$ cat src/pkg/sleep_ctrl_defines.svh
// Purpose: Named constants for the sleep and clock gating controller
// Assumes: Included by bare name from the design files
// Notes:   Definitions only; the package holds the types
`ifndef SLEEP_CTRL_DEFINES_SVH
`define SLEEP_CTRL_DEFINES_SVH

// ==========================================================================
// Timing counts, in i_mclk cycles
// ==========================================================================
`define CNT_W               8
`define STANDBY_WAKE_CYCLES 8'h06
`define WAKE_HOLD_CYCLES    8'h04
`define OSC_STARTUP_DEFAULT 8'h10
`define CNT_ONE             8'h01
`define CNT_ZERO            8'h00

// ==========================================================================
// Peripheral clock-stop bit positions
// ==========================================================================
`define PERIPH_W     7
`define PSTOP_TWI    6
`define PSTOP_TIM1   5
`define PSTOP_TIM0   4
`define PSTOP_SERIAL 3
`define PSTOP_UART1  2
`define PSTOP_UART0  1
`define PSTOP_CONV   0
// Peripherals kept clocked in noise reduction: two-wire, both UARTs, conv
`define NR_KEEP_MASK 7'h47
`define PERIPH_ALL   7'h7f
`define PERIPH_NONE  7'h00

`endif

$ cat src/pkg/sleep_ctrl_pkg.sv
// Purpose: Types for the sleep and clock gating controller
// Assumes: Used by scoped names only, never imported
// Notes:   Mode codes match the two-bit sleep mode select field
package sleep_ctrl_pkg;

    // ======================================================================
    // Sleep mode select encoding
    // ======================================================================
    typedef enum logic [1:0] {
        MODE_IDLE     = 2'h0,
        MODE_NOISE    = 2'h1,
        MODE_PWR_DOWN = 2'h2,
        MODE_STANDBY  = 2'h3
    } sleep_mode_t;

    // ======================================================================
    // Controller states
    // ======================================================================
    typedef enum logic [1:0] {
        ST_ACTIVE  = 2'h0,
        ST_SLEEP   = 2'h1,
        ST_STARTUP = 2'h2,
        ST_HOLD    = 2'h3
    } pm_state_t;

endpackage

$ cat src/hw/sleep_clock_ctrl.sv
// Purpose: Sleep mode sequencer and clock domain gating controller
// Assumes: Wake inputs are already qualified by their interrupt enables
// Notes:   All gating is by one-cycle-resolved enables on i_mclk
//
// Operation
// - Idle stops core and flash clocks only
// - Idle wakes on external or peripheral interrupts
// - Idle or noise entry starts enabled conversion
// - Noise mode stops I/O, core, flash clocks
// - Noise mode wakes on listed events
// - Power-down stops oscillator and all clocks
// - Power-down and standby wake on listed events
// - Standby keeps oscillator; wakes in six cycles
// - Clock-stop bit freezes peripheral, blocks access
// - Clearing stop bit resumes peripheral unchanged
// - Converter stays enabled; re-enable means extended
// - Deep modes disable the comparator automatically
// - Comparator on reference keeps reference enabled
// - Reference enabled when some user needs, or comparator on
// - Fused brown-out stays on; sampled option
// - Enabled watchdog runs in every sleep mode
// - Deep modes disable input buffers except wake
// - Debug fuse keeps main clock always running
// - Mode codes: idle, noise, power-down, standby
// - Sleep instruction acts only with enable set
// - Wake holds core four cycles after start-up
`timescale 1ns/1ps
`include "sleep_ctrl_defines.svh"

module sleep_clock_ctrl #(
    parameter int               PIN_W          = 18,
    parameter logic [`CNT_W-1:0] OSC_STARTUP    = `OSC_STARTUP_DEFAULT
) (
    input  wire logic                 i_mclk,
    input  wire logic                 i_sys_rst,
    // Core request and sleep configuration
    input  wire logic                 i_sleep_instr,
    input  wire logic                 i_sleep_enable_bit,
    input  wire logic [1:0]           i_sleep_mode_select,
    input  wire logic [`PERIPH_W-1:0] i_peripheral_clock_stop_bits,
    // Analog and fuse configuration
    input  wire logic                 i_converter_enable,
    input  wire logic                 i_comparator_disable,
    input  wire logic                 i_comparator_uses_ref,
    input  wire logic                 i_brownout_sleep_fuse,
    input  wire logic                 i_brownout_sampled_sel,
    input  wire logic                 i_watchdog_enable,
    input  wire logic                 i_debug_link_enable_fuse,
    input  wire logic [PIN_W-1:0]     i_digital_input_disable_bits,
    input  wire logic [PIN_W-1:0]     i_wake_pin_mask,
    // Asynchronous wake sources
    input  wire logic                 i_external_level_interrupt,
    input  wire logic                 i_pin_change_irq,
    input  wire logic                 i_universal_serial_unit_start,
    input  wire logic                 i_start_frame_detect,
    input  wire logic                 i_two_wire_slave_match,
    input  wire logic                 i_watchdog_irq,
    // Same-clock wake sources
    input  wire logic                 i_periph_irq,
    input  wire logic                 i_conv_done,
    input  wire logic                 i_self_program_write_ready,
    // Clock domain enables
    output logic                      o_core_clk_en,
    output logic                      o_flash_clk_en,
    output logic                      o_io_clk_en,
    output logic                      o_conv_clk_en,
    output logic                      o_osc_enable,
    output logic [`PERIPH_W-1:0]      o_periph_clk_en,
    output logic [`PERIPH_W-1:0]      o_periph_access_block,
    // Core handshake
    output logic                      o_sleeping,
    output logic                      o_core_hold,
    output logic                      o_resume,
    // Analog, fuse and pin controls
    output logic                      o_conv_start,
    output logic                      o_conv_extended,
    output logic                      o_converter_power,
    output logic                      o_comparator_power,
    output logic                      o_reference_enable,
    output logic                      o_brownout_active,
    output logic                      o_brownout_sampled,
    output logic                      o_watchdog_run,
    output logic [PIN_W-1:0]          o_input_buffer_en
);

    // ======================================================================
    // Wake input synchronisers
    // ======================================================================
    localparam int ASYNC_W = 6;

    logic [ASYNC_W-1:0] wake_async;
    logic [ASYNC_W-1:0] wake_sync;
    logic               w_level;
    logic               w_pinchg;
    logic               w_serial;
    logic               w_frame;
    logic               w_twi;
    logic               w_wdog;

    // Pins and the watchdog oscillator lie outside i_mclk
    assign wake_async = {i_external_level_interrupt, i_pin_change_irq,
                         i_universal_serial_unit_start,
                         i_start_frame_detect, i_two_wire_slave_match,
                         i_watchdog_irq};

    sync2 #(
        .W (ASYNC_W)
    ) u_wake_sync (
        .i_mclk    (i_mclk),
        .i_sys_rst (i_sys_rst),
        .i_async   (wake_async),
        .o_sync    (wake_sync)
    );

    assign {w_level, w_pinchg, w_serial, w_frame, w_twi, w_wdog} = wake_sync;

    // ======================================================================
    // Sleep sequencer
    // ======================================================================
    sleep_ctrl_pkg::pm_state_t   state;
    sleep_ctrl_pkg::pm_state_t   next_state;
    sleep_ctrl_pkg::sleep_mode_t mode;
    sleep_ctrl_pkg::sleep_mode_t next_mode;
    logic [`CNT_W-1:0]           cnt;
    logic [`CNT_W-1:0]           next_cnt;
    logic                        conv_start;
    logic                        next_conv_start;
    logic                        resume;
    logic                        next_resume;
    logic                        deep_wake;
    logic                        wake;
    logic                        osc_kept;

    // Deep-mode sources: level, pin change, serial start, frame, match, watchdog
    assign deep_wake = w_level | w_pinchg | w_serial | w_frame | w_twi
                     | w_wdog;
    assign osc_kept  = i_debug_link_enable_fuse;

    // Wake set chosen by the mode latched at entry
    always_comb begin
        case (mode)
            sleep_ctrl_pkg::MODE_IDLE:
                wake = deep_wake | i_periph_irq | i_conv_done
                     | i_self_program_write_ready;
            sleep_ctrl_pkg::MODE_NOISE:
                wake = deep_wake | i_conv_done
                     | i_self_program_write_ready;
            default:
                wake = deep_wake;
        endcase
    end

    // Next state, counter, entry and resume pulses
    always_comb begin
        next_state      = state;
        next_mode       = mode;
        next_cnt        = cnt;
        next_conv_start = 1'b0;
        next_resume     = 1'b0;
        case (state)
            sleep_ctrl_pkg::ST_ACTIVE: begin
                if (i_sleep_instr && i_sleep_enable_bit) begin
                    next_state = sleep_ctrl_pkg::ST_SLEEP;
                    next_mode  = sleep_ctrl_pkg::sleep_mode_t'(
                                     i_sleep_mode_select);
                    if (i_converter_enable
                        && !i_sleep_mode_select[1]) begin
                        next_conv_start = 1'b1;
                    end
                end
            end
            sleep_ctrl_pkg::ST_SLEEP: begin
                if (wake) begin
                    case (mode)
                        sleep_ctrl_pkg::MODE_PWR_DOWN: begin
                            next_state = sleep_ctrl_pkg::ST_STARTUP;
                            next_cnt   = osc_kept ? `STANDBY_WAKE_CYCLES
                                                  : OSC_STARTUP;
                        end
                        sleep_ctrl_pkg::MODE_STANDBY: begin
                            next_state = sleep_ctrl_pkg::ST_STARTUP;
                            next_cnt   = `STANDBY_WAKE_CYCLES;
                        end
                        default: begin
                            next_state = sleep_ctrl_pkg::ST_HOLD;
                            next_cnt   = `WAKE_HOLD_CYCLES;
                        end
                    endcase
                end
            end
            sleep_ctrl_pkg::ST_STARTUP: begin
                if (cnt <= `CNT_ONE) begin
                    next_state = sleep_ctrl_pkg::ST_HOLD;
                    next_cnt   = `WAKE_HOLD_CYCLES;
                end else begin
                    next_cnt = cnt - `CNT_ONE;
                end
            end
            sleep_ctrl_pkg::ST_HOLD: begin
                if (cnt <= `CNT_ONE) begin
                    next_state  = sleep_ctrl_pkg::ST_ACTIVE;
                    next_cnt    = `CNT_ZERO;
                    next_resume = 1'b1;
                end else begin
                    next_cnt = cnt - `CNT_ONE;
                end
            end
            default: begin
                next_state = sleep_ctrl_pkg::ST_ACTIVE;
                next_cnt   = `CNT_ZERO;
            end
        endcase
    end

    // Asynchronous reset always lands in active mode
    always_ff @(posedge i_mclk or posedge i_sys_rst) begin
        if (i_sys_rst) begin
            state      <= sleep_ctrl_pkg::ST_ACTIVE;
            mode       <= sleep_ctrl_pkg::MODE_IDLE;
            cnt        <= `CNT_ZERO;
            conv_start <= 1'b0;
            resume     <= 1'b0;
        end else begin
            state      <= next_state;
            mode       <= next_mode;
            cnt        <= next_cnt;
            conv_start <= next_conv_start;
            resume     <= next_resume;
        end
    end

    // ======================================================================
    // Clock domain requests
    // ======================================================================
    logic                 in_sleep;
    logic                 deep;
    logic                 req_core;
    logic                 req_io;
    logic                 req_conv;
    logic                 req_osc;
    logic [`PERIPH_W-1:0] periph_base;
    logic [`PERIPH_W-1:0] req_periph;
    logic [`PERIPH_W+4:0] gate_req;
    logic [`PERIPH_W+4:0] gate_en;

    assign in_sleep = (state == sleep_ctrl_pkg::ST_SLEEP);
    // Power-down and standby: I/O and converter clocks both stopped
    assign deep     = (state == sleep_ctrl_pkg::ST_SLEEP
                       || state == sleep_ctrl_pkg::ST_STARTUP)
                    && mode[1];

    // Domain requests per state and mode
    always_comb begin
        req_core    = !in_sleep;
        req_io      = !deep;
        req_conv    = !deep;
        req_osc     = 1'b1;
        periph_base = `PERIPH_ALL;
        if (in_sleep) begin
            case (mode)
                sleep_ctrl_pkg::MODE_IDLE: begin
                    periph_base = `PERIPH_ALL;
                end
                sleep_ctrl_pkg::MODE_NOISE: begin
                    req_io      = 1'b0;
                    periph_base = `NR_KEEP_MASK;
                end
                sleep_ctrl_pkg::MODE_PWR_DOWN: begin
                    req_osc     = osc_kept;
                    periph_base = `PERIPH_NONE;
                end
                default: begin
                    periph_base = `PERIPH_NONE;
                end
            endcase
        end else if (deep) begin
            periph_base = `PERIPH_NONE;
        end
        // Stopped bits only gate; peripheral state is simply frozen
        req_periph = periph_base & ~i_peripheral_clock_stop_bits;
    end

    assign gate_req = {req_core, req_core, req_io, req_conv, req_osc,
                       req_periph};

    // All enables registered together, so they change on one edge
    clock_gate_cell #(
        .W (`PERIPH_W + 5)
    ) u_gates (
        .i_mclk    (i_mclk),
        .i_sys_rst (i_sys_rst),
        .i_req     (gate_req),
        .o_en      (gate_en)
    );

    assign {o_core_clk_en, o_flash_clk_en, o_io_clk_en, o_conv_clk_en,
            o_osc_enable, o_periph_clk_en} = gate_en;

    // ======================================================================
    // Analog, fuse and pin controls
    // ======================================================================
    logic                 conv_prev;
    logic                 conv_ext;
    logic                 next_conv_ext;
    logic                 cmp_on;
    logic                 ref_on;
    logic [`PERIPH_W-1:0] blk;
    logic [`PERIPH_W-1:0] next_blk;
    logic                 bo_act;
    logic                 bo_smp;
    logic                 wd_run;
    logic [PIN_W-1:0]     buf_en;
    logic [PIN_W-1:0]     next_buf_en;

    // Comparator powers down in the deep modes or when disabled
    assign cmp_on = !i_comparator_disable && !deep;
    // Reference on while any user wants it, sleep or not
    assign ref_on = i_brownout_sleep_fuse | cmp_on | i_converter_enable
                  | (!i_comparator_disable
                     && i_comparator_uses_ref);

    // Control next values; a fresh re-enable beats a completion clear
    always_comb begin
        if (i_converter_enable && !conv_prev) begin
            next_conv_ext = 1'b1;
        end else if (i_conv_done) begin
            next_conv_ext = 1'b0;
        end else begin
            next_conv_ext = conv_ext;
        end
        next_blk    = i_peripheral_clock_stop_bits;
        next_buf_en = deep ? i_wake_pin_mask : {PIN_W{1'b1}};
        next_buf_en = next_buf_en & ~i_digital_input_disable_bits;
    end

    // Registered analog and pin controls
    always_ff @(posedge i_mclk or posedge i_sys_rst) begin
        if (i_sys_rst) begin
            conv_prev <= 1'b0;
            conv_ext  <= 1'b0;
            blk       <= `PERIPH_NONE;
            bo_act    <= 1'b0;
            bo_smp    <= 1'b0;
            wd_run    <= 1'b0;
            buf_en    <= '1;
        end else begin
            conv_prev <= i_converter_enable;
            conv_ext  <= next_conv_ext;
            blk       <= next_blk;
            bo_act    <= i_brownout_sleep_fuse;
            bo_smp    <= i_brownout_sleep_fuse
                       & i_brownout_sampled_sel;
            wd_run    <= i_watchdog_enable;
            buf_en    <= next_buf_en;
        end
    end

    // ======================================================================
    // Output drive
    // ======================================================================
    assign o_sleeping            = in_sleep;
    assign o_core_hold           = (state != sleep_ctrl_pkg::ST_ACTIVE);
    assign o_resume              = resume;
    assign o_conv_start          = conv_start;
    assign o_conv_extended       = conv_ext;
    assign o_converter_power     = i_converter_enable;
    assign o_comparator_power    = cmp_on;
    assign o_reference_enable    = ref_on;
    assign o_brownout_active     = bo_act;
    assign o_brownout_sampled    = bo_smp;
    assign o_watchdog_run        = wd_run;
    assign o_periph_access_block = blk;
    assign o_input_buffer_en     = buf_en;

endmodule // sleep_clock_ctrl

$ cat src/hw/sync2.sv
// Purpose: Two flip-flop synchroniser for asynchronous wake inputs
// Assumes: Inputs are levels held longer than two i_mclk periods
// Notes:   First stage feeds only the second stage
`timescale 1ns/1ps

module sync2 #(
    parameter int W = 1
) (
    input  wire logic         i_mclk,
    input  wire logic         i_sys_rst,
    input  wire logic [W-1:0] i_async,
    output logic      [W-1:0] o_sync
);

    logic [W-1:0] meta;
    logic [W-1:0] next_meta;
    logic [W-1:0] next_sync;

    // ======================================================================
    // Stage chain
    // ======================================================================
    // Next values
    always_comb begin
        next_meta = i_async;
        next_sync = meta;
    end

    // Registers only; cleared to no-wake on reset
    always_ff @(posedge i_mclk or posedge i_sys_rst) begin
        if (i_sys_rst) begin
            meta   <= '0;
            o_sync <= '0;
        end else begin
            meta   <= next_meta;
            o_sync <= next_sync;
        end
    end

endmodule // sync2

$ cat src/hw/clock_gate_cell.sv
// Purpose: Registered clock enable for a group of clock domains
// Assumes: Enables drive a gate that samples them on the clock edge
// Notes:   Enables open after reset so every domain runs at once
`timescale 1ns/1ps

module clock_gate_cell #(
    parameter int W = 1
) (
    input  wire logic         i_mclk,
    input  wire logic         i_sys_rst,
    input  wire logic [W-1:0] i_req,
    output logic      [W-1:0] o_en
);

    logic [W-1:0] next_en;

    // ======================================================================
    // Enable register
    // ======================================================================
    // Request taken whole; a change only lands on a clock edge
    always_comb begin
        next_en = i_req;
    end

    // Flip-flop output, so no partial pulse reaches a domain
    always_ff @(posedge i_mclk or posedge i_sys_rst) begin
        if (i_sys_rst) begin
            o_en <= '1;
        end else begin
            o_en <= next_en;
        end
    end

endmodule // clock_gate_cell

$ cat config.mk
export PLATFORM = sky130hd
export DESIGN_NAME = sleep_clock_ctrl
export DESIGN_NICKNAME = d
export VERILOG_FILES = /design/src/pkg/sleep_ctrl_pkg.sv /design/src/hw/sleep_clock_ctrl.sv /design/src/hw/sync2.sv /design/src/hw/clock_gate_cell.sv
export VERILOG_INCLUDE_DIRS = /design/src /design/src/pkg
export SDC_FILE = /design/constraint.sdc
export NUM_CORES = 1
export LEC_CHECK = 0
export ABC_AREA = 1
export BUFFER_PORTS_ARGS = -buffer_cell sky130_fd_sc_hd__buf_2
export CORE_ASPECT_RATIO = 0.8
export CORE_UTILIZATION = 35
export DETAILED_ROUTE_END_ITERATION = 10
export GPL_TIMING_DRIVEN = 0
export PLACE_DENSITY_LB_ADDON = 0.12
export SETUP_SLACK_MARGIN = 0.1
export SYNTH_ARGS = -nofsm -noshare
export SYNTH_HDL_FRONTEND = slang
export SYNTH_HIERARCHICAL = 1
export SYNTH_SLANG_ARGS = --single-unit
export TNS_END_PERCENT = 1
$ cat constraint.sdc
create_clock -name i_mclk -period 1.5 [get_ports i_mclk]
set_clock_uncertainty 0.1 [all_clocks]
set_input_delay 0.075 -clock i_mclk [delete_from_list [all_inputs] [get_ports i_mclk]]
set_output_delay 0.075 -clock i_mclk [all_outputs]
set_load 0.02 [all_outputs]
; ---- After elaboration in Yosys (flattened, before gate mapping)
; Cells that the tools add are included.
[word_totals]
reg_bits = 67
latchBits = 0
ram_bits = 0
romBits = 0
input_bits = 65
output_inout_bits = 48
memories = 0
[classes]
add_sub_neg = 1
mul = 0
div_mod_pow = 0
n_lt_le_gt_ge = 1
eq_ne = 10
n_shift = 0
muxes = 28
bitwise = 18
reduce_logical = 21
[ops]
columns = operator, n
row1 = two-way mux 8 bit, 3
row2 = one-hot mux 8 bit (3 select lines), 1
row3 = bitwise AND 18 bit, 1
row4 = two-way mux 18 bit, 1
row5 = NOT 18 bit, 1
row6 = two-way mux 7 bit, 2
row7 = one-hot mux 7 bit (2 select lines), 1
row8 = bitwise OR 1 bit, 13
row9 = two-way mux 1 bit, 12
row10 = one-hot mux 5 bit (2 select lines), 1
row11 = "equality test 2 bit, second input constant", 4
row12 = "less-or-equal comparator 8 x 1 -> 1 bit, second input constant", 1
row13 = two-way mux 2 bit, 4
row14 = "inequality test 2 bit, second input constant", 4
row15 = one-hot mux 2 bit (4 select lines), 1
row16 = "subtractor 8 x 1 -> 8 bit, second input constant", 1
row17 = bitwise AND 7 bit, 1
row18 = NOT 7 bit, 1
row19 = logical AND 1 bit, 6
row20 = zero test 1 bit, 5
row21 = two-way mux 5 bit, 1
row22 = "equality test 2 x 1 -> 1 bit, second input constant", 2
row23 = zero test 2 bit, 2
row24 = AND reduction 2 bit, 2
row25 = other kinds (7), 8

; ---- Longest topological paths before layout
; Gate-level depths: netlist (run 1).
[logic_depth]
depth_word = 11
depth_mapped = 11
ltp_nobuf = 11

; ---- Hierarchy
; Netlist (run 1), hierarchy kept.
[by_module_without_submodules]
columns = mod, n_inst, cells_each, area_per_inst_um2, seq_area_each_um2
row1 = sleep_clock_ctrl, 1, 236, 2063.2, 1123.6
row2 = clock_gate_cell, 1, 13, 319.1, 315.3
row3 = sync2, 1, 13, 304.0, 300.3

; ---- Worst setup path after synthesis (run 1)
; No wires, ideal clock.
[synth_timing]
path_kind = register -> register
from = register state[1]
to = register cnt[2]
arrival_time_ns = 1.467
t_required_ns = 1.284
setup_slack_ns = -0.183
stages_incl_launch_ff = 12
cell_sequence = dfrtp_1 inv_1 ha_1 inv_2 nor2_2 nand2_2 nor2_4 nand2_4 nand2_2 nor2_1 nand2_1 nand2_1
[synth_via]
elab_chain_cells = 3
elab_cells_between_ends = 7
classes_between = eq/ne (4) / mux (1) / reduce/logical (2)
[synth_rtl]
columns = item, line
row1 = start: declaration, sleep_clock_ctrl.sv:120  ; sleep_ctrl_pkg::pm_state_t state;
row2 = start signal: assignment, sleep_clock_ctrl.sv:218  ; state <= sleep_ctrl_pkg::ST_ACTIVE;
row3 = start signal: assignment, sleep_clock_ctrl.sv:224  ; state <= next_state;
row4 = equality test 2 x 1 -> 1 bit (*), -
row5 = net o_sleeping, sleep_clock_ctrl.sv:71  ; output logic o_sleeping,
row6 = inequality test 2 bit (no line) / nonzero test 3 bit (equally long branches), -
row7 = AND reduction 2 bit (no line), -
row8 = end signal: assignment, sleep_clock_ctrl.sv:220  ; cnt <= `CNT_ZERO;
row9 = end signal: assignment, sleep_clock_ctrl.sv:226  ; cnt <= next_cnt;
row10 = end: declaration, sleep_clock_ctrl.sv:124  ; logic [`CNT_W-1:0] cnt;
; Mark *: on every way through the listed nets, which the timed path passes. The rest lies on a longest branch.
; A chain may end at the register's enable or synchronous reset.

; ---- Worst setup path after layout (run 1)
[layout_timing]
from = register state[1]
to = output o_reference_enable
[layout_via]
elab_chain_cells = 8
elab_cells_between_ends = 9
classes_between = eq/ne (2) / bitwise (3) / reduce/logical (4)
[layout_rtl]
columns = item, line
row1 = equality test 2 x 1 -> 1 bit / equality test 2 bit (equally long branches), "sleep_clock_ctrl.sv:248, sleep_clock_ctrl.sv:249"
row2 = logical OR 1 bit (*), sleep_clock_ctrl.sv:249  ; || state == sleep_ctrl_pkg::ST_STARTUP)
row3 = logical AND 1 bit (*), sleep_clock_ctrl.sv:250  ; && mode[1];
row4 = zero test 1 bit (*), sleep_clock_ctrl.sv:316  ; assign cmp_on = !i_comparator_disable && !deep;
row5 = logical AND 1 bit (*), sleep_clock_ctrl.sv:316
row6 = bitwise OR 1 bit (*) (2 in a row), sleep_clock_ctrl.sv:318  ; assign ref_on = i_brownout_sleep_fuse | cmp_on | i_converter_enable
row7 = bitwise OR 1 bit (*), sleep_clock_ctrl.sv:319  ; | (!i_comparator_disable
row8 = end: declaration, sleep_clock_ctrl.sv:79  ; output logic o_reference_enable,
; Mark *: on every way between the ends. The rest lies on a longest branch, timed or not.

==> results of run 1 <==
## power groups by stage
| stage | Sequential, mW | Combinational, mW | Clock, mW |
|---|---|---|---|
| floorplan | 3.14 | 1.87 | 0 |
| global placement | 2.75 | 3.10 | 0 |
| detailed placement | 2.76 | 3.15 | 0 |
| CTS | 2.71 | 3.56 | 1.45 |
| global route | 2.76 | 4.05 | 1.54 |
| finish | 2.71 | 3.69 | 1.39 |
## metal layers
layer,routed length [um],GRT usage
met5,0,0
met4,168,0.08235
met3,631,0.08181
met2,3144,0.3069
met1,3238,0.2405
## synthesized netlist by cell type, drive strengths merged
cell type	instances
dfstp	30
dfrtp	38
xor2	1
nand2	43
nor2	71
a211oi	1
clkbuf	1
o22ai	1
ha	6
a21oi	5
buf	2
nand3	12
clkinv	5
inv	29
o21ai	10
nor3	2
nand4	4
o21bai	1
## worst paths after layout
kind                                     start                       end  slack (ns)
max                                   state[1]        o_reference_enable       -0.25
min reg2reg                u_wake_sync/meta[5]     u_wake_sync/o_sync[5]        0.25
max in group asynchronous            i_sys_rst     o_input_buffer_en[10]        0.63
min in group asynchronous            i_sys_rst  o_periph_access_block[6]        0.13
max reg2reg                           state[1]                    cnt[2]       -0.10
min                              i_sleep_instr              o_conv_start       0.009
## through the flow
stage          setup TNS [ns]  hold slack, ns
4_1_cts                -1.072        0.005213
3_3_place_gp           -16.17        0.006699
6_report              -0.9078        0.008849
2_1_floorplan         -0.1060         -0.1603
5_1_grt                -2.310         0.01975
3_5_place_dp           -6.182        -0.05111
## worst register-to-register path: cells and delay by family (launching register included)
kind | cells | cell delay [ns]
and+or+nand+nor | 8 | 0.68
DFF | 1 | 0.40
adders and majority gates | 1 | 0.17
buffers and inverters | 2 | 0.16
## area by class of cell
class,count,area [um^2]
Clock inverter,3,20.02
Multi-Input combinational cell,157,904.6
Buffer,3,30.03
Inverter,34,133.9
Timing Repair Buffer,173,1176
Tap cell,105,131.4
Sequential cell,68,1740
Fill cell,660,3122
Clock buffer,13,168.9
## placed cells by master (no fill, tap or decap), types with 2 or more instances in the layout
master         netlist  routed
buf_2                1     112
dlygate4sd3_1        0      58
nor2_1              58      55
dfrtp_1             38      37
nand2_1             36      35
dfstp_2             30      30
inv_1               26      22
clkbuf_8             0      12
nor2_2              10      11
nand3_1             10      10
o21ai_1              7       7
nand2_2              5       6
inv_2                3       5
nor2_4               3       5
clkinv_1             4       4
a21oi_4              0       3
nand4_1              3       3
ha_4                 0       3
ha_1                 6       3
buf_4                1       3
a21oi_1              3       2
inv_4                0       2
buf_6                0       2
clkinv_2             1       2
o21ai_0              3       2
nand2_4              2       2
nand3_2              2       2
clkinvlp_4           0       2
## cells by family after synthesis
kind of cell / after synthesis / share of synthesized area
AND/OR/NAND/NOR: 132 / 0.2287
flip-flops: 68 / 0.6474
buffers and inverters: 37 / 0.05402
AO/OA/AOI/OAI: 18 / 0.03866
adder cells (fa/ha/maj): 6 / 0.02795
XOR/XNOR: 1 / 0.003261
## flip-flops by register name, indices dropped and copies added, names as in the netlist, 2 cells and up
register,count
o_periph_access_block,7
u_gates/o_en,12
u_wake_sync/meta,6
o_input_buffer_en,18
mode,2
state,2
u_wake_sync/o_sync,6
cnt,8
## repair_timing
action	CTS	global route
hold buffers	58	0
cloned	0	0
pin swaps	2	2
hold endpoints to repair	97	0
gates resized for setup	14	10
setup buffers	2	0
setup endpoints to repair	44	34
==> summary.md, run 1 <==
| Metric | Value |
|---|---|
| RSZ-0062 raised after global routing | yes |
| CTS clk-pin slew, worst paths | 0.07 ns |
| Sw Share | 0.4119 |
| Critical Setup Path Class | reg2out |
| Post-synthesis register bit count | 68 |
| Dpl hpwl | 4625 um |
| CTS buffer count | 9 |
| Yosys warns | 6 |
| Worst hold path depth | 3 |
| VDD IR max | 0.8836 mV |
| Total Wirelength | 7184 um |
| Avg Synthesized Cell Area | roughly 10 um^2 |
| Yosys cell types | 29 |
| Initial antenna violation count | 0 |
| Final Critical Period | 1.750 ns |
| Failing checks | setup timing |
| Pin count of the biggest net entering global routing | 35 |
| CTS root buffer | clkbuf_8 |
| Dpl ws | -0.3170 ns |
| CTS Sinks | approximately 70 |
| Post-layout nets | between 500 and 600 |
| Worst setup SP type | flip-flop |
| Delay-heaviest family, CP | flip-flops |
| CP bufs+invs | 2 |
| Die ar. | approximately 8000 um^2 |
| Fmax achieved | about 570 MHz |
| CP max FO | 3 |
| Slew Limit Fails | 0 |
| Mapped Nets | between 300 and 400 |
| Iter 0 DRT Violations | around 100 |
| Slew Limit Headroom | 0.6958 |
| Cell internal pwr | 4.581 mW |
| Routability cong. | 0.7950 |
| Synth Cell Area | about 2700 um^2 |
| CP Capture Type | primary output |
| Sequential fraction of the synthesis area | 0.6474 |
| P per Cell Area | 1809 nW/um^2 |
| GRT Total Usage | 0.1968 |
| Sequential fraction of design power | 0.348 |
| Avg WL per Cell | 12.92 um |
| PnR Total Power | 7.790 mW |
| Leak | roughly 2.1 nW |
| H-tree depth | 3 |
| Clock Path Buffers | 2 |
| I/O pin count | ~110 |
| Initial core utilization | 0.3617 |
| CTS tree | yes |
| Worst-Margin Slew | 0.4559 ns |
| Final worst-path cycle share | 1.167 |
| Vias/cell | around 4.2 |
| Final setup fails | 11 |
| Status | finished, violations left |
| Comb pwr share | 0.473 |
| Clock share of power | 0.179 |
| # port buffers | 112 |
| Final hold viol count | 0 |
| Crit-path slowest cell | dfrtp_1 |
| First-pass DRT Iterations | 4 |
| Synth area leaders | dfrtp_1 (35%), dfstp_2 (29%), nor2_1 (8.1%) |
| Num rows | 28 |
| Cell area after layout | between 4000 and 5000 um^2 |
| Die W | 99.95 um |
| Final core occ | 0.5797 |
| Area leader, netlist | dfrtp_1 |
| Total net switching power | 3.208 mW |
| First-pass GRT wire length | 11640 um |
| Reg2Reg Depth | 11 |
| Layout cells sized above 1 | 0.4612 |
| DP Area | 3431 um^2 |
| Setup WS post-layout | -0.2502 ns |
| Crit path DAT | 1.58 ns |
| # DRC | 0 |
| Placed insts | 480 |
| Clock network latency to the later pin of the worst-skew pair | 0.34 ns |
| Synth Instances | 262 |
| CP peak stage delay | 0.38 ns |
| Number of max-cap violations | 0 |
| Synth top area share | 0.3540 |
| Hold Path Class | in2reg |
| GRT overflow | 0 |
| Area grow syn2layout | 60.27% |
| CP Depth | 6 |
| Finished Layout Cells | 556 |
| Height of the chip | 80.36 um |
| Crit-path cells | inv_2 > ha_4 > a21oi_4 > nor3_4 > o21ai_2 > buf_2 |
| Core area | approximately 7400 um^2 |
| Number of global-route vias before repair | 2449 |
| CP required | 1.32 ns |
| N_diodes | 0 |
| Routed Antenna Nets | 0 |
| Via count | ~2400 |
Power figures use the tool's default switching activity.
==> run 2: changes to the inputs <==
==> constraint.sdc (replaced) <==
create_clock -name i_mclk -period 1.5 [get_ports i_mclk]
set_clock_uncertainty 0.1 [all_clocks]
set_input_delay 0 -clock i_mclk [delete_from_list [all_inputs] [get_ports i_mclk]]
set_output_delay 0 -clock i_mclk [all_outputs]
set_load 0.02 [all_outputs]
==> run 2 against run 1 <==
  * The flow still finishes with violations (setup timing)
  * Power increased by 3.0%
  * Routed wire length fell by 2.2%
  * Register-to-register slack lost 0.03 ns
  * Sequential power is essentially flat
  * Worst setup slack better by 0.11 ns
  * Flip-flop and latch count unchanged
  * Clock power rose by 9%
  * Highest routed layer unchanged
==> summary.md, run 2 (synthesis results as in run 1) <==
| Metric | Value |
|---|---|
| CTS clk-pin slew, worst paths | 0.07 ns (about the same) |
| Fmax achieved | 611.1 MHz (+7.0%) |
| Reg2Reg Depth | 10 (-1) |
| Crit-path cells | inv_2 > ha_4 > a21oi_4 > nor3_2 > o21ai_1 > buf_4 |
| Most frequent cells in the layout | buf_2 (111), dlygate4sd3_1 (60), nor2_1 (56), dfrtp_1 (37), nand2_1 (35) |
| Max reg flops | 18 (unchanged) |
| Status | finished, violations left |
| CTS tree | yes |
| P per Cell Area | 1822 nW/um^2 (+0.70%) |
| Via count | 2425 (+2.8%) |
| Clock Path Buffers | 2 (unchanged) |
| First-pass DRT Iterations | 4 (unchanged) |
| Critical Setup Path Class | reg2out |
| Flop2flop setup slack | -0.13 ns (-0.03 ns) |
| Area grow syn2layout | 63.95% |
| Critical R2R Launch | state[0] |
| VDD IR max | 0.9171 mV (+3.8%) |
| Slew Limit Fails | 0 (unchanged) |
| PnR Total Power | 8.024 mW (+3.0%) |
| Avg WL per Cell | 12.45 um (-3.6%) |
| Final worst-path cycle share | 1.091 (-0.07589) |
| Dpl hpwl | 4465 um (-3.5%) |
| Commonest non-fill, non-tap cell in the layout | buf_2 |
| RSZ-0062 raised after global routing | yes |
| Die ar. | 8032 um^2 (unchanged) |
| Routability cong. | 0.7691 (-3.3%) |
| Slew Limit Headroom | 0.6932 (-0.002533) |
| # DRC | 0 (unchanged) |
| CP required | 1.40 ns (+0.08 ns) |
| Number of max-cap violations | 0 (unchanged) |
| CP startpoint | state[0] |
| Clock share of power | 0.189 (+0.010) |
| # port buffers | 112 (unchanged) |
| Dpl ws | -0.2941 ns (+0.02294 ns) |
| Core area | 7427 um^2 (unchanged) |
| Die W | 99.95 um (unchanged) |
| Finished Layout Cells | 564 (+1.4%) |
| Initial antenna violation count | 0 (unchanged) |
| R2r endpoint | cnt[4] |
| Iter 0 DRT Violations | 56 (-45%) |
| Number of global-route vias before repair | 2535 (+3.5%) |
| Final hold viol count | 0 (unchanged) |
| Comb pwr share | 0.470 (-0.003) |
| Leak | 2.168 nW (+2.2%) |
| Final core occ | 0.5930 (+0.01331) |
| Cell area after layout | 4404 um^2 (+2.3%) |
| I/O pin count | 113 (unchanged) |
| Num rows | 28 (unchanged) |
| Sequential fraction of design power | 0.341 (-0.007) |
| Sequential Area | 1740 um^2 (unchanged) |
| DP Area | 3427 um^2 (-0.11%) |
| First-pass GRT wire length | 11590 um (-0.41%) |
| GRT Total Usage | 0.1920 (-0.004857) |
| Fillers | 621 (-5.9%) |
| Setup WS post-layout | -0.1364 ns (+0.1138 ns) |
| CP peak stage delay | 0.43 ns (+0.05 ns) |
| Worst-Margin Slew | 0.4597 ns (+0.003795 ns) |
| Worst setup SP type | flip-flop |
| CTS Sinks | 68 (unchanged) |
| CTS root buffer | clkbuf_8 |
| Layout cells sized above 1 | 0.4684 (+0.007212) |
| Clock network latency to the later pin of the worst-skew pair | 0.34 ns (about the same) |
| Routed Antenna Nets | 0 (unchanged) |
| CP Capture Type | primary output |
| Final Critical Period | 1.636 ns (-0.1138 ns) |
| Hold Path Class | in2async |
| Cell internal pwr | 4.812 mW (+5.0%) |
| Initial core utilization | 0.3617 (unchanged) |
| Sw Share | 0.4004 (-0.01151) |
| Vias/cell | 4.300 (+1.3%) |
| Min Hold Slack | 0.06939 ns (+0.06054 ns) |
| Height of the chip | 80.36 um (unchanged) |
| Placed insts | 480 (unchanged) |
| Final setup fails | 12 (+1) |
| H-tree depth | 3 (unchanged) |
| Crit path DAT | 1.54 ns (-0.04 ns) |
| Crit-path slowest cell | dfrtp_2 |
| CP max FO | 4 (+1) |
| Total net switching power | 3.213 mW (+0.13%) |
| GRT overflow | 0 (unchanged) |
| Total Wirelength | 7023 um (-2.2%) |
| Post-layout nets | 525 (+1.5%) |
| Pin count of the biggest net entering global routing | 34 (-2.9%) |
| Multi-input logic area | 923.4 um^2 (+2.1%) |
| N_diodes | 0 (unchanged) |
| Failing checks | setup timing |
| Setup_tns | -1.112 ns (-0.2046 ns) |
| CTS buffer count | 9 (unchanged) |
==> run 2: cell count changes in the layout (fill, tap and decap cells not counted), moves of 2 or more <==
cell           delta
buf_4             +5
dlygate4sd3_1     +2
nand3_1           -2
nand3_2           +2
==> run 2: what timing repair did <==
action                                  CTS  global route
resized for setup                        16            14
endpoints found under the setup margin   44            34
endpoints found under the hold margin    99             0
hold buffers                             60             0
setup buffers                             3             4
pin swaps                                 5             7
cloned                                    0             1
==> run 2: power by group through the flow <==
| stage | Combinational, mW | Clock [mW] | Sequential [mW] |
|---|---|---|---|
| 2_1_floorplan | 1.87 | 0 | 3.14 |
| 3_3_place_gp | 3.07 | 0 | 2.76 |
| 3_5_place_dp | 3.11 | 0 | 2.77 |
| 4_1_cts | 3.54 | 1.56 | 2.73 |
| 5_1_grt | 4.19 | 1.66 | 2.79 |
| 6_report | 3.77 | 1.52 | 2.74 |
==> run 2: worst max path at each step <==
stage / slack (ns) / to / depth (start not counted)
global placement: -0.30 / cnt[7] / 2
finish: -0.14 / o_reference_enable / 6
floorplan: -0.008 / u_gates/o_en[3] / 6
CTS: -0.12 / o_reference_enable / 6
detailed placement: -0.29 / u_gates/o_en[5] / 6
global route: -0.21 / cnt[1] / 10
==> run 2: worst max-delay path: cells and delay by family (launching register included) <==
kind | cells | cell delay (ns)
flops | 1 | 0.43
buf+inv | 2 | 0.27
fa+ha+maj | 1 | 0.23
compound gates | 2 | 0.22
simple gates | 1 | 0.05
==> run 2: final cells by class <==
type / count / share of cell area
timing repair buffer: 180 / 0.2815
buffer: 3 / 0.006818
inverter: 34 / 0.03097
clock buffer: 12 / 0.03523
tap: 105 / 0.02983
sequential: 68 / 0.3952
multi-input combinational: 158 / 0.2097
clock inverter: 4 / 0.01080
==> run 2: routing by layer <==
layer,GRT usage,vias up,share of wire
met1,0.2252,1119,0.43
li1,-,1191,-
met4,0.08235,0,0.015
met5,0,-,0
met3,0.07485,9,0.092
met2,0.3138,106,0.46
==> run 3: changes to the inputs <==
--- a/config.mk
+++ b/config.mk
@@ -13,6 +13,7 @@
 export DETAILED_ROUTE_END_ITERATION = 10
 export GPL_TIMING_DRIVEN = 0
 export PLACE_DENSITY_LB_ADDON = 0.12
+export RECOVER_POWER = 25
 export SETUP_SLACK_MARGIN = 0.1
 export SYNTH_ARGS = -nofsm -noshare
 export SYNTH_HDL_FRONTEND = slang
==> constraint.sdc (replaced) <==
create_clock -name i_mclk -period 1.5 [get_ports i_mclk]
set_clock_uncertainty 0.1 [all_clocks]
set_input_delay 0 -clock i_mclk [delete_from_list [all_inputs] [get_ports i_mclk]]
set_output_delay 0 -clock i_mclk [all_outputs]
set_load 0.05 [all_outputs]
==> run 3 against run 2 <==
  * The flow still finishes with violations (setup timing)
  * Count of clock-buffer cells in the layout grew 1
  * Combinational power is 28% higher
  * Via count shrank 0.29%
  * Design area increased by 1.7%
  * First-iteration DRC count is 34% higher
  * Sequential power about the same
  * Sequential share of layout area is 0.68 points lower
  * Register-to-register slack about the same
  * Clock power about the same
  * Critical path type is now reg2reg
  * Critical endpoint is now state[0]
==> summary.md, run 3 (synthesis results as in run 1) <==
| Metric | Value |
|---|---|
| VDD IR max | 0.9487 mV (+3.5%) |
| Clock Path Buffers | 2 (unchanged) |
| Most frequent cells in the layout | buf_2 (99), dlygate4sd3_1 (60), nor2_1 (55), dfrtp_1 (38), nand2_1 (33) |
| Height of the chip | 80.36 um (unchanged) |
| Total Wirelength | 7297 um (+3.9%) |
| Setup WS post-layout | -0.1421 ns (-0.005715 ns) |
| Cell area after layout | 4478 um^2 (+1.7%) |
| CP peak stage delay | 0.40 ns (-0.03 ns) |
| First-pass GRT wire length | 11660 um (+0.60%) |
| H-tree depth | 3 (unchanged) |
| Sequential fraction of design power | 0.301 (-0.040) |
| Slew Limit Fails | 0 (unchanged) |
| Dpl ws | -0.2892 ns (+0.004876 ns) |
| Critical Setup Path Class | reg2reg |
| CP Capture Type | flip-flop |
| Slew Limit Headroom | 0.6231 (-0.07015) |
| Setup_tns | -1.227 ns (-0.1151 ns) |
| Sw Share | 0.4547 (+0.05435) |
| Final Critical Period | 1.642 ns (+0.005715 ns) |
| CP bufs+invs | 3 (+1) |
| Final setup fails | 12 (unchanged) |
| Hold Path Class | in2async |
| Routed Antenna Nets | 0 (unchanged) |
| Final worst-path cycle share | 1.095 (+0.003810) |
| Fmax achieved | 609.0 MHz (-0.35%) |
| Initial antenna violation count | 0 (unchanged) |
| Pin count of the biggest net entering global routing | 33 (-2.9%) |
| Clock share of power | 0.167 (-0.022) |
| # port buffers | 112 (unchanged) |
| N_diodes | 0 (unchanged) |
| Layout cells sized above 1 | 0.4587 (-0.009714) |
| Leak | 2.159 nW (-0.44%) |
| RSZ-0062 raised after global routing | yes |
| Finished Layout Cells | 565 (+0.18%) |
| GRT overflow | 0 (unchanged) |
| Total net switching power | 4.118 mW (+28%) |
| Post-layout nets | 526 (+0.19%) |
| CTS clk-pin slew, worst paths | 0.07 ns (about the same) |
| Flop2flop setup slack | -0.14 ns (about the same) |
| First-pass DRT Iterations | 4 (unchanged) |
| Core area | 7427 um^2 (unchanged) |
| Fillers | 623 (+0.32%) |
| Worst setup SP type | flip-flop |
| # DRC | 0 (unchanged) |
| Crit-path cells | buf_4 > buf_4 > ha_2 > nor2_4 > inv_1 > nand2_2 > nand3_4 > nand2_1 > o21ai_1 |
| Crit path DAT | 1.75 ns (+0.21 ns) |
| Number of global-route vias before repair | 2406 (-5.1%) |
| CTS Sinks | 68 (unchanged) |
| Avg WL per Cell | 12.92 um (+3.7%) |
| Critical R2R Launch | state[1] |
| Final core occ | 0.6029 (+0.009939) |
| R2r endpoint | state[0] |
| Delay-heaviest family, CP | simple AND/OR/NAND/NOR gates |
| Via count | 2418 (-0.29%) |
| Crit-path slowest cell | dfrtp_1 |
| CTS buffer count | 9 (unchanged) |
| Dpl hpwl | 4527 um (+1.4%) |
| Iter 0 DRT Violations | 75 (+34%) |
| Crit path top cell by count | buf_4 |
| Num rows | 28 (unchanged) |
| Comb pwr share | 0.532 (+0.062) |
| Area grow syn2layout | 66.70% |
| Vias/cell | 4.280 (-0.47%) |
| Initial core utilization | 0.3617 (unchanged) |
| Cell internal pwr | 4.939 mW (+2.6%) |
| GRT Total Usage | 0.1941 (+0.002174) |
| Max reg flops | 18 (unchanged) |
| Routability cong. | 0.7968 (+3.6%) |
| CP required | 1.61 ns (+0.21 ns) |
| Commonest non-fill, non-tap cell in the layout | buf_2 |
| Final hold viol count | 0 (unchanged) |
| Status | finished, violations left |
| Failing checks | setup timing |
| DP Area | 3453 um^2 (+0.77%) |
| Die W | 99.95 um (unchanged) |
| CTS tree | yes |
| CP max FO | 4 (unchanged) |
| Placed insts | 480 (unchanged) |
| Reg2Reg Depth | 9 (-1) |
| Die ar. | 8032 um^2 (unchanged) |
| Worst-Margin Slew | 0.5648 ns (+0.1051 ns) |
| CTS root buffer | clkbuf_8 |
| I/O pin count | 113 (unchanged) |
| P per Cell Area | 2023 nW/um^2 (+11%) |
| Clock network latency to the later pin of the worst-skew pair | 0.34 ns (about the same) |
| Number of max-cap violations | 0 (unchanged) |
run 3: cell count changes in the layout (fill, tap and decap cells not counted), moves of 2 or more:
cell	before	now
buf_2	111	99
o21ai_2	0	2
clkbuf_1	1	12
o21ai_1	8	5
nand3_4	0	2
nand2_1	35	33
nand2_2	6	8
clkinv_2	3	1
buf_6	3	6
run 3: worst register-to-register path, delay by kind of cell (launching register included):
family,cells,cell delay (ns)
adders and majority gates,1,0.19
AOI/OAI and AO/OA,1,0.06
buffers and inverters,3,0.34
and+or+nand+nor,4,0.43
DFF,1,0.40
run 3: per-stage QoR:
stage                     power, mW  hold WS (ns)
after detailed placement      6.760       -0.1087
after global placement        6.699      -0.06779
final                         9.057        0.1163
after floorplan               5.889       -0.2353
after CTS                     8.722       0.07421
after global routing          9.668        0.1427
run 3: final cells by class:
class                   instances  area (um^2)  area share
plain buffers                   3        33.78    0.007544
multi-input cells             158        975.9      0.2179
inverters                      34        138.9     0.03101
flip-flops and latches         68         1739      0.3884
well taps                     105        131.4     0.02934
clock inverters                 3        45.04     0.01006
clock buffers                  13        158.9     0.03548
repair buffers                181         1255      0.2802
run 3: power groups by stage:
stage | clock (mW) | sequential, mW | combinational [mW]
global placement | 0 | 2.76 | 3.94
global route | 1.65 | 2.78 | 5.24
floorplan | 0 | 3.84 | 2.04
finish | 1.51 | 2.73 | 4.82
CTS | 1.56 | 2.72 | 4.44
detailed placement | 0 | 2.77 | 3.99
run 3: what timing repair did:
action | in CTS | in global routing
gates resized for setup | 19 | 27
hold buffers | 60 | 0
pin swaps | 8 | 10
buffers inserted | 4 | 4
hold endpoints to repair | 99 | 0
endpoints found under the setup margin | 43 | 37
gates cloned | 0 | 1
run 3: how the worst max path moves through the flow:
stage              start                 end  slack (ns)  depth (start not counted)
2_1_floorplan   state[1]              cnt[2]        -0.1                         11
3_3_place_gp   i_sys_rst              cnt[5]       -0.31                          2
3_5_place_dp    state[0]            state[0]       -0.29                          8
4_1_cts         state[1]  o_reference_enable       -0.21                          6
5_1_grt         state[0]  o_reference_enable       -0.23                          6
6_report        state[1]            state[0]       -0.14                          9
run 3: routing by layer:
layer,share of wire,global-route usage,wire length [um],vias up
met5,0,0,0,-
met4,0.0084,0.06176,61,0
met3,0.081,0.08094,594,6
met2,0.46,0.3097,3383,91
met1,0.45,0.2389,3259,1125
li1,-,-,-,1196
